--- src/cdoc_defs.svh ---
`ifndef CDOC_DEFS_SVH
`define CDOC_DEFS_SVH
`define CDOC_ADDR_COUNTS 10'h199
`define CDOC_ADDR_CTRL 10'h19a
`define CDOC_ADDR_POWER 10'h19b
`define CDOC_ADDR_VCO 10'h1e1
`define CDOC_CTRL_BYPASS 7
`define CDOC_CTRL_IGNSYNC 6
`define CDOC_CTRL_FORCE 5
`define CDOC_CTRL_START 4
`define CDOC_CTRL_PHASE 0
`define CDOC_PWR_DOWN 2
`define CDOC_PWR_DIRECT 1
`define CDOC_PWR_DCCDIS 0
`define CDOC_VCO_BYPASS 0
`define CDOC_CNT_LOW 4
`define CDOC_CNT_HIGH 0
`define CDOC_PWR_USED 8'h07
`define CDOC_VCO_USED 8'h01
`define CDOC_RESET_BYTE 8'h00
`endif

--- src/cdoc_pkg.sv ---
package cdoc_pkg;
    // software write request
    typedef struct packed {
        logic [9:0] addr;
        logic [7:0] data;
    } cdoc_wr_type;
    // divider state machine, gray along idle-wait-run
    typedef enum logic [1:0] {
        CDOC_IDLE = 2'b00,
        CDOC_WAIT = 2'b01,
        CDOC_RUN = 2'b11
    } cdoc_state_type;
endpackage

--- src/cdoc_divider.sv ---
`include "cdoc_defs.svh"
module cdoc_divider
    import cdoc_pkg::*;
#(
    parameter int CW = 4
) (
    // clock and reset
    input wire logic clk_in,
    input wire logic rst_n_in,
    // configuration
    input wire logic [CW-1:0] low_cnt_in,
    input wire logic [CW-1:0] high_cnt_in,
    input wire logic [CW-1:0] phase_in,
    input wire logic start_high_in,
    input wire logic restart_in,
    input wire logic static_in,
    input wire logic static_level_in,
    // divided output
    output logic div_out
);
    cdoc_state_type state_reg, state_next;
    logic [CW-1:0] cnt_reg, cnt_next;
    logic lvl_reg, lvl_next;
    wire logic [CW-1:0] phase_len = lvl_reg ? high_cnt_in : low_cnt_in;
    wire logic cnt_done = (cnt_reg == phase_len);

    // next-state logic: wait offset, then toggle
    always_comb begin
        state_next = state_reg;
        cnt_next = cnt_reg;
        lvl_next = lvl_reg;
        case (state_reg)
            CDOC_IDLE: begin
                state_next = CDOC_WAIT;
                cnt_next = '0;
                lvl_next = start_high_in;
            end
            CDOC_WAIT: begin
                if (cnt_reg >= phase_in) begin
                    state_next = CDOC_RUN;
                    cnt_next = '0;
                end else begin
                    cnt_next = cnt_reg + 1'b1;
                end
            end
            default: begin
                if (cnt_done) begin
                    cnt_next = '0;
                    lvl_next = ~lvl_reg;
                end else begin
                    cnt_next = cnt_reg + 1'b1;
                end
            end
        endcase
        if (restart_in || static_in) begin
            state_next = CDOC_IDLE;
        end
    end

    // state registers
    always_ff @(posedge clk_in or negedge rst_n_in) begin
        if (!rst_n_in) begin
            state_reg <= CDOC_IDLE;
            cnt_reg <= '0;
            lvl_reg <= 1'b0;
            div_out <= 1'b0;
        end else begin
            state_reg <= state_next;
            cnt_reg <= cnt_next;
            lvl_reg <= lvl_next;
            div_out <= static_in ? static_level_in : lvl_next;
        end
    end
endmodule

--- src/cdoc_top.sv ---
// Local design decision: strobed register access.
`include "cdoc_defs.svh"
module cdoc_top
    import cdoc_pkg::*;
(
    // clock and reset
    input wire logic ref_clk_in,
    input wire logic reset_n_in,
    // register port
    input wire logic [9:0] reg_addr_in,
    input wire logic [7:0] reg_wdata_in,
    input wire logic reg_wr_in,
    input wire logic reg_rd_in,
    output logic [7:0] reg_rdata_out,
    // chip-level links
    input wire logic sync_in,
    input wire logic [1:0] polarity_inv_in,
    // channel outputs
    output logic channel_three_output_a_out,
    output logic channel_three_output_b_out,
    output logic channel_three_output_c_out,
    output logic channel_powered_down_out,
    output logic duty_cycle_fix_en_out
);
    // internal reset copy
    logic [1:0] rst_sync_reg;
    wire logic rst_n = rst_sync_reg[1];
    // register copies
    logic [7:0] divider_three_counts_reg;
    logic [7:0] divider_three_control_reg;
    logic [7:0] channel_three_power_routing_reg;
    logic [7:0] vco_bypass_reg;
    // read path, sync flop, outputs
    logic [7:0] rdata_next;
    logic sync_reg;
    logic [2:0] out_reg;
    logic div_clk;

    // reset release through two flops; assertion stays asynchronous, release is
    // clocked so that every register leaves reset on the same edge
    always_ff @(posedge ref_clk_in or negedge reset_n_in) begin
        if (!reset_n_in) begin
            rst_sync_reg <= 2'b00;
        end else begin
            rst_sync_reg <= {rst_sync_reg[0], 1'b1};
        end
    end

    // address match, shared by the write and the read decode
    function automatic logic addr_hit(input logic [9:0] addr, input logic [9:0] target);
        return addr == target;
    endfunction

    // write decode; an address that matches nothing is dropped silently
    wire cdoc_wr_type wr = '{addr: reg_addr_in, data: reg_wdata_in};
    wire logic wr_counts = reg_wr_in && addr_hit(wr.addr, `CDOC_ADDR_COUNTS);
    wire logic wr_ctrl = reg_wr_in && addr_hit(wr.addr, `CDOC_ADDR_CTRL);
    wire logic wr_power = reg_wr_in && addr_hit(wr.addr, `CDOC_ADDR_POWER);
    wire logic wr_vco = reg_wr_in && addr_hit(wr.addr, `CDOC_ADDR_VCO);

    // divider counts, low phase in the upper half and high phase in the lower half
    always_ff @(posedge ref_clk_in or negedge rst_n) begin
        if (!rst_n) begin
            divider_three_counts_reg <= `CDOC_RESET_BYTE;
        end else if (wr_counts) begin
            divider_three_counts_reg <= wr.data;
        end
    end

    // divider control: bypass, ignore-sync, force, start level and phase offset
    always_ff @(posedge ref_clk_in or negedge rst_n) begin
        if (!rst_n) begin
            divider_three_control_reg <= `CDOC_RESET_BYTE;
        end else if (wr_ctrl) begin
            divider_three_control_reg <= wr.data;
        end
    end

    // channel power and routing; unused bits are never stored and read back zero
    always_ff @(posedge ref_clk_in or negedge rst_n) begin
        if (!rst_n) begin
            channel_three_power_routing_reg <= `CDOC_RESET_BYTE;
        end else if (wr_power) begin
            channel_three_power_routing_reg <= wr.data & `CDOC_PWR_USED;
        end
    end

    // local copy of the vco divider bypass bit, the only bit kept at that address
    always_ff @(posedge ref_clk_in or negedge rst_n) begin
        if (!rst_n) begin
            vco_bypass_reg <= `CDOC_RESET_BYTE;
        end else if (wr_vco) begin
            vco_bypass_reg <= wr.data & `CDOC_VCO_USED;
        end
    end

    // read data stand for the one cycle after the read strobe, zero otherwise
    always_ff @(posedge ref_clk_in or negedge rst_n) begin
        if (!rst_n) begin
            reg_rdata_out <= 8'h00;
        end else begin
            reg_rdata_out <= reg_rd_in ? rdata_next : 8'h00;
        end
    end

    // chip sync taken through one flop, so a restart always begins on a clock edge
    always_ff @(posedge ref_clk_in or negedge rst_n) begin
        if (!rst_n) begin
            sync_reg <= 1'b0;
        end else begin
            sync_reg <= sync_in;
        end
    end

    // read selects
    wire logic rd_counts = addr_hit(reg_addr_in, `CDOC_ADDR_COUNTS);
    wire logic rd_ctrl = addr_hit(reg_addr_in, `CDOC_ADDR_CTRL);
    wire logic rd_power = addr_hit(reg_addr_in, `CDOC_ADDR_POWER);
    wire logic rd_vco = addr_hit(reg_addr_in, `CDOC_ADDR_VCO);

    // read decode; unmapped reads give zero so software never sees stale bits
    always_comb begin
        if (rd_counts) begin
            rdata_next = divider_three_counts_reg;
        end else if (rd_ctrl) begin
            rdata_next = divider_three_control_reg;
        end else if (rd_power) begin
            rdata_next = channel_three_power_routing_reg;
        end else if (rd_vco) begin
            rdata_next = vco_bypass_reg;
        end else begin
            rdata_next = 8'h00;
        end
    end

    // control register fields
    wire logic div_bypass = divider_three_control_reg[`CDOC_CTRL_BYPASS];
    wire logic ign_sync = divider_three_control_reg[`CDOC_CTRL_IGNSYNC];
    wire logic force_on = divider_three_control_reg[`CDOC_CTRL_FORCE];
    wire logic start_high = divider_three_control_reg[`CDOC_CTRL_START];

    // power, routing and vco fields
    wire logic pdown = channel_three_power_routing_reg[`CDOC_PWR_DOWN];
    wire logic direct = channel_three_power_routing_reg[`CDOC_PWR_DIRECT];
    wire logic vco_byp = vco_bypass_reg[`CDOC_VCO_BYPASS];

    // count and phase fields handed to the divider
    wire logic [3:0] low_cnt = divider_three_counts_reg[`CDOC_CNT_LOW +: 4];
    wire logic [3:0] high_cnt = divider_three_counts_reg[`CDOC_CNT_HIGH +: 4];
    wire logic [3:0] phase_off = divider_three_control_reg[`CDOC_CTRL_PHASE +: 4];

    // sync restarts the divider only while the channel obeys it
    wire logic do_sync = sync_reg && !ign_sync;

    // static only when forced and ignoring sync, and never when bypassed;
    // forcing without ignore-sync would let the next sync pulse undo it
    wire logic is_static = force_on && ign_sync && !div_bypass;
    wire logic static_lvl = start_high;

    // routing: the direct path counts only while the vco divider is in use
    wire logic use_direct = direct && !vco_byp;
    wire logic div_level = div_bypass ? 1'b1 : div_clk;

    // divider held in reset while bypassed or powered down; on release it
    // always starts from idle with the output low, and takes the start level on the first edge instead of mid-count
    wire logic div_rst_n = rst_n && !div_bypass && !pdown;

    // channel divider, counting reference clock cycles
    cdoc_divider #(.CW(4)) u_cdoc_divider (
        .clk_in(ref_clk_in),
        .rst_n_in(div_rst_n),
        .low_cnt_in(low_cnt),
        .high_cnt_in(high_cnt),
        .phase_in(phase_off),
        .start_high_in(start_high),
        .restart_in(do_sync),
        .static_in(is_static),
        .static_level_in(static_lvl),
        .div_out(div_clk)
    );

    // output selection; direct route marks clock pass-through as a level high
    wire logic src_level = use_direct ? 1'b1 : div_level;
    // driver polarity per output, index 0 is output a; applied after the force
    // and bypass choice, so inversion still works while the divider is bypassed
    wire logic [2:0] pol_map = {polarity_inv_in[0], polarity_inv_in[0], polarity_inv_in[1]};

    // one flop per channel output, cleared while the channel is powered down
    for (genvar i = 0; i < 3; i++) begin : g_out
        always_ff @(posedge ref_clk_in or negedge rst_n) begin
            if (!rst_n) begin
                out_reg[i] <= 1'b0;
            end else if (pdown) begin
                out_reg[i] <= 1'b0;
            end else begin
                out_reg[i] <= src_level ^ pol_map[i];
            end
        end
    end

    // pins and status levels
    assign channel_three_output_a_out = out_reg[0];
    assign channel_three_output_b_out = out_reg[1];
    assign channel_three_output_c_out = out_reg[2];
    assign channel_powered_down_out = pdown;
    assign duty_cycle_fix_en_out = !channel_three_power_routing_reg[`CDOC_PWR_DCCDIS] && !pdown;
endmodule

--- config.mk ---
export PLATFORM = sky130hd
export DESIGN_NAME = cdoc_top
export DESIGN_NICKNAME = d
export VERILOG_FILES = /design/src/cdoc_pkg.sv /design/src/cdoc_divider.sv /design/src/cdoc_top.sv
export VERILOG_INCLUDE_DIRS = /design/src /design/src/src
export SDC_FILE = /design/constraint.sdc
export NUM_CORES = 1
export LEC_CHECK = 0
export ABC_AREA = 1
export BUFFER_PORTS_ARGS = -buffer_cell sky130_fd_sc_hd__buf_2
export CORE_ASPECT_RATIO = 2
export CORE_UTILIZATION = 37
export CTS_CLUSTER_DIAMETER = 40
export DETAILED_ROUTE_END_ITERATION = 10
export HOLD_SLACK_MARGIN = 0.12
export PLACE_DENSITY = 0.58
export SETUP_SLACK_MARGIN = 0.05
export SLEW_MARGIN = 10
export SYNTH_ARGS = -nofsm -noshare
export SYNTH_HDL_FRONTEND = slang
export SYNTH_SLANG_ARGS = --single-unit
--- constraint.sdc ---
create_clock -name ref_clk_in -period 1.7 [get_ports ref_clk_in]
set_input_delay 0.17 -clock ref_clk_in [delete_from_list [all_inputs] [get_ports ref_clk_in]]
set_output_delay 0.17 -clock ref_clk_in [all_outputs]
set_load 0.02 [all_outputs]
==> results.sh <==
export IMPL_via_per_inst=4.75
export IMPL_syn_num_nets=280
export IMPL_arrival_ns=1.73
export IMPL_post_route_util_pct=46.6
export IMPL_fillCellCount=558
export IMPL_clk_pin_slew_ns=0.08
export IMPL_die_y_um=109
export IMPL_final_cell_area_sq_um=2550
export IMPL_finalSetupViolCount=0
export IMPL_io_buffers=37
export IMPL_max_cap_viol_count=0
export IMPL_synthArstFlopShare_pct=100
export IMPL_dpl_cell_area_sq_um=2360
export IMPL_synth_compound_area_share_pct=15.1
export IMPL_power_density_nw_per_um2=906
export IMPL_critPathBufInv=2
export IMPL_first_global_vias=1726
export IMPL_layout_cells_non_filler=360
export IMPL_synth_simple_area_share_pct=22.2
export IMPL_synth_top_family_by_area="simple AND/OR/NAND/NOR gates"
export IMPL_grt_max_degree=17
export IMPL_fin_worst_skew_ns=0.00801
export IMPL_fin_tns_setup_ns=0
export IMPL_numCtsBuffers=5
export IMPL_dieArea_sq_um=6000
export IMPL_avgSynthCellArea_sq_um=8.40
export IMPL_drcViolationCount=0
export IMPL_cp_top_family="compound AO/OA/AOI/OAI gates"
export IMPL_cts_buffer_depth=2
export IMPL_cts_sinks=41
export IMPL_crit_type="reg -> reg"
export IMPL_grt_remaining_overflow=0
export IMPL_end_kind="register"
export IMPL_fp_row_count=38
export IMPL_synth_seq_area_share_pct=48.8
export IMPL_synth_edf_count=0
export IMPL_status="finished clean"
export IMPL_gr_usage_all_layers_pct=16.4
export IMPL_final_period_utilization_pct=88.7
export IMPL_crit_top_cell="inv_1"
export IMPL_hold_start="reg_wdata_in[3]"
export IMPL_path_max_fanout=4
export IMPL_io_pins=38
export IMPL_clock_latency_ns=0.30
export IMPL_dp_final_hpwl_mm=3.61
export IMPL_cts_tree="built"
export IMPL_vias=1711
export IMPL_worstReg2RegStart="u_cdoc_divider.cnt_reg[0]$_DFF_PN0_"
export IMPL_wl_per_cell_um=12.5
export IMPL_multi_input_area_sq_um=878
export IMPL_synth_ff_type="dfrtp_1"
export IMPL_critPathLaunch="u_cdoc_divider.cnt_reg[0]$_DFF_PN0_"
export IMPL_core_sq_um=5470
export IMPL_syn_inst=250
export IMPL_finalPower_uw=2310
export IMPL_first_pass_iters=4
export IMPL_place_congestion=0.859
export IMPL_worst_slew_pin_slew_ns=0.516
export IMPL_seq_area_sq_um=1030
export IMPL_synth_area_sq_um=2100
export IMPL_ir_worst_vdd_mv=0.483
export IMPL_slowest_stage="dfrtp_1"
export IMPL_area_growth_syn_to_layout_pct=21.3
export IMPL_period_minus_slack_ns=1.51
export IMPL_hp_class="in -> reg"
export IMPL_final_hold_violation_count=0
export IMPL_rsz0062_at_grt="true"
export IMPL_yosysWarnings=0
export IMPL_synthMuxAreaShare_pct=0
export IMPL_clockRootBuffer="clkbuf_8"
export IMPL_die_x_um=55.3
export IMPL_final_max_slew_viol_count=0
export IMPL_max_slew_margin_pct=65.6
export IMPL_max_freq_mhz=663
export IMPL_antenna_found_initial=0
export IMPL_grt_pass1_wl_mm=7.65
export IMPL_layout_commonest_cell="nand2_1"
export IMPL_drive_gt1_share_pct=28.0
export IMPL_antenna_left=0
export IMPL_cts_htree_levels=2
export IMPL_final_cell_mix="nand2_1, inv_1, dfrtp_1, buf_2"
export IMPL_synthDistinctLibCells=28
export IMPL_diodes=0
export IMPL_max_stage_delay_ns=0.39
export IMPL_drtIter0Drc=47
export IMPL_synth_xor_area_share_pct=0.834
export IMPL_worst_setup_path_start_kind="register"
export IMPL_yosys_register_bits=41
export IMPL_p_leak_uw=0.00133
export IMPL_start_util_pct=38.4
export IMPL_placedCellCount=347
export IMPL_synth_adder_area_share_pct=2.98
export IMPL_final_nets=329
export IMPL_critPathRequiredTime_ns=1.92
export IMPL_wl_mm=4.48
export IMPL_crit_chain="inv_1 > ha_1 > inv_1 > a21oi_1 > o21ai_1 > nand2_1 > a21oi_2 > nand2_2 > a21boi_1"
==> kinds of logic after synthesis <==
kind of cell / Yosys count
adder cells (fa/ha/maj): 5
flip-flops: 41
other: 1
AO/OA/AOI/OAI: 49
XOR/XNOR: 2
AND/OR/NAND/NOR: 103
buffers and inverters: 49
==> worst paths after layout <==
check,to,slack (ns),depth (start not counted)
setup / recovery,u_cdoc_divider.cnt_reg[1]$_DFF_PN0_,0.19,9
hold / removal,divider_three_counts_reg[3]$_DFFE_PN0P_,0.14,3
setup reg to reg,u_cdoc_divider.cnt_reg[1]$_DFF_PN0_,0.19,9
hold reg to reg,divider_three_counts_reg[6]$_DFFE_PN0P_,0.21,0
max in group asynchronous,divider_three_counts_reg[2]$_DFFE_PN0P_,0.83,2
min in group asynchronous,rst_sync_reg[0]$_DFF_PN0_,0.18,2
==> Yosys cell counts, types with 2 or more instances <==
cell	count	area (sq um)
a21boi_0	2	15.0
a21oi_1	16	80.1
buf_6	2	22.5
clkinv_2	2	10.0
dfrtp_1	41	1030
ha_1	5	62.6
inv_1	42	158
nand2_1	60	225
nand2_2	5	31.3
nand3_1	16	80.1
nand3_2	3	30.0
nand4_1	2	12.5
nor2_1	12	45.0
o211ai_1	2	15.0
o21ai_0	11	55.1
o21ai_2	16	140
xor2_1	2	17.5
==> power by group <==
part	leakage (uW)	switching, uW	internal (uW)
clock network	0.0000681	336	583
registers	0.000552	48.5	1020
logic	0.000706	193	123
total	0.00133	578	1730
==> per-stage QoR <==
stage          setup slack (ns)  hold WS, ns
3_3_place_gp              0.131      -0.0449
2_1_floorplan             0.255       -0.126
5_1_grt                  0.0334        0.150
6_report                  0.192        0.143
3_5_place_dp             0.0834      -0.0434
4_1_cts                  0.0599        0.140
==> what timing repair did <==
item | in CTS | in global routing
endpoints found under the setup margin | 0 | 5
gates resized for setup | 0 | 7
hold buffers | 4 | 0
endpoints found under the hold margin | 5 | 0
setup buffers | 0 | 1
==> area by class of cell <==
class / count / share of cell area [%]
clock buffer: 5 / 2.70
clock inverter: 3 / 2.55
inverter: 45 / 6.73
multi-input combinational: 160 / 34.5
sequential: 41 / 40.3
tap: 60 / 2.95
timing repair buffer: 46 / 10.3
==> worst register-to-register path, stage by stage, from the launching register on <==
cell,delay (ns)
dfrtp_1,0.39
inv_1,0.08
ha_1,0.26
inv_1,0.06
a21oi_1,0.05
o21ai_1,0.11
nand2_1,0.08
a21oi_2,0.17
nand2_2,0.10
a21boi_1,0.15
==> per-layer routing <==
layer	track usage [%]	up-vias	share of wire [%]
met5	0	-	0
met4	11.6	0	5.5
met3	2.87	16	2.4
met2	29.9	24	56
met1	16.7	785	36
li1	-	886	-
Power figures use the tool's default switching activity.
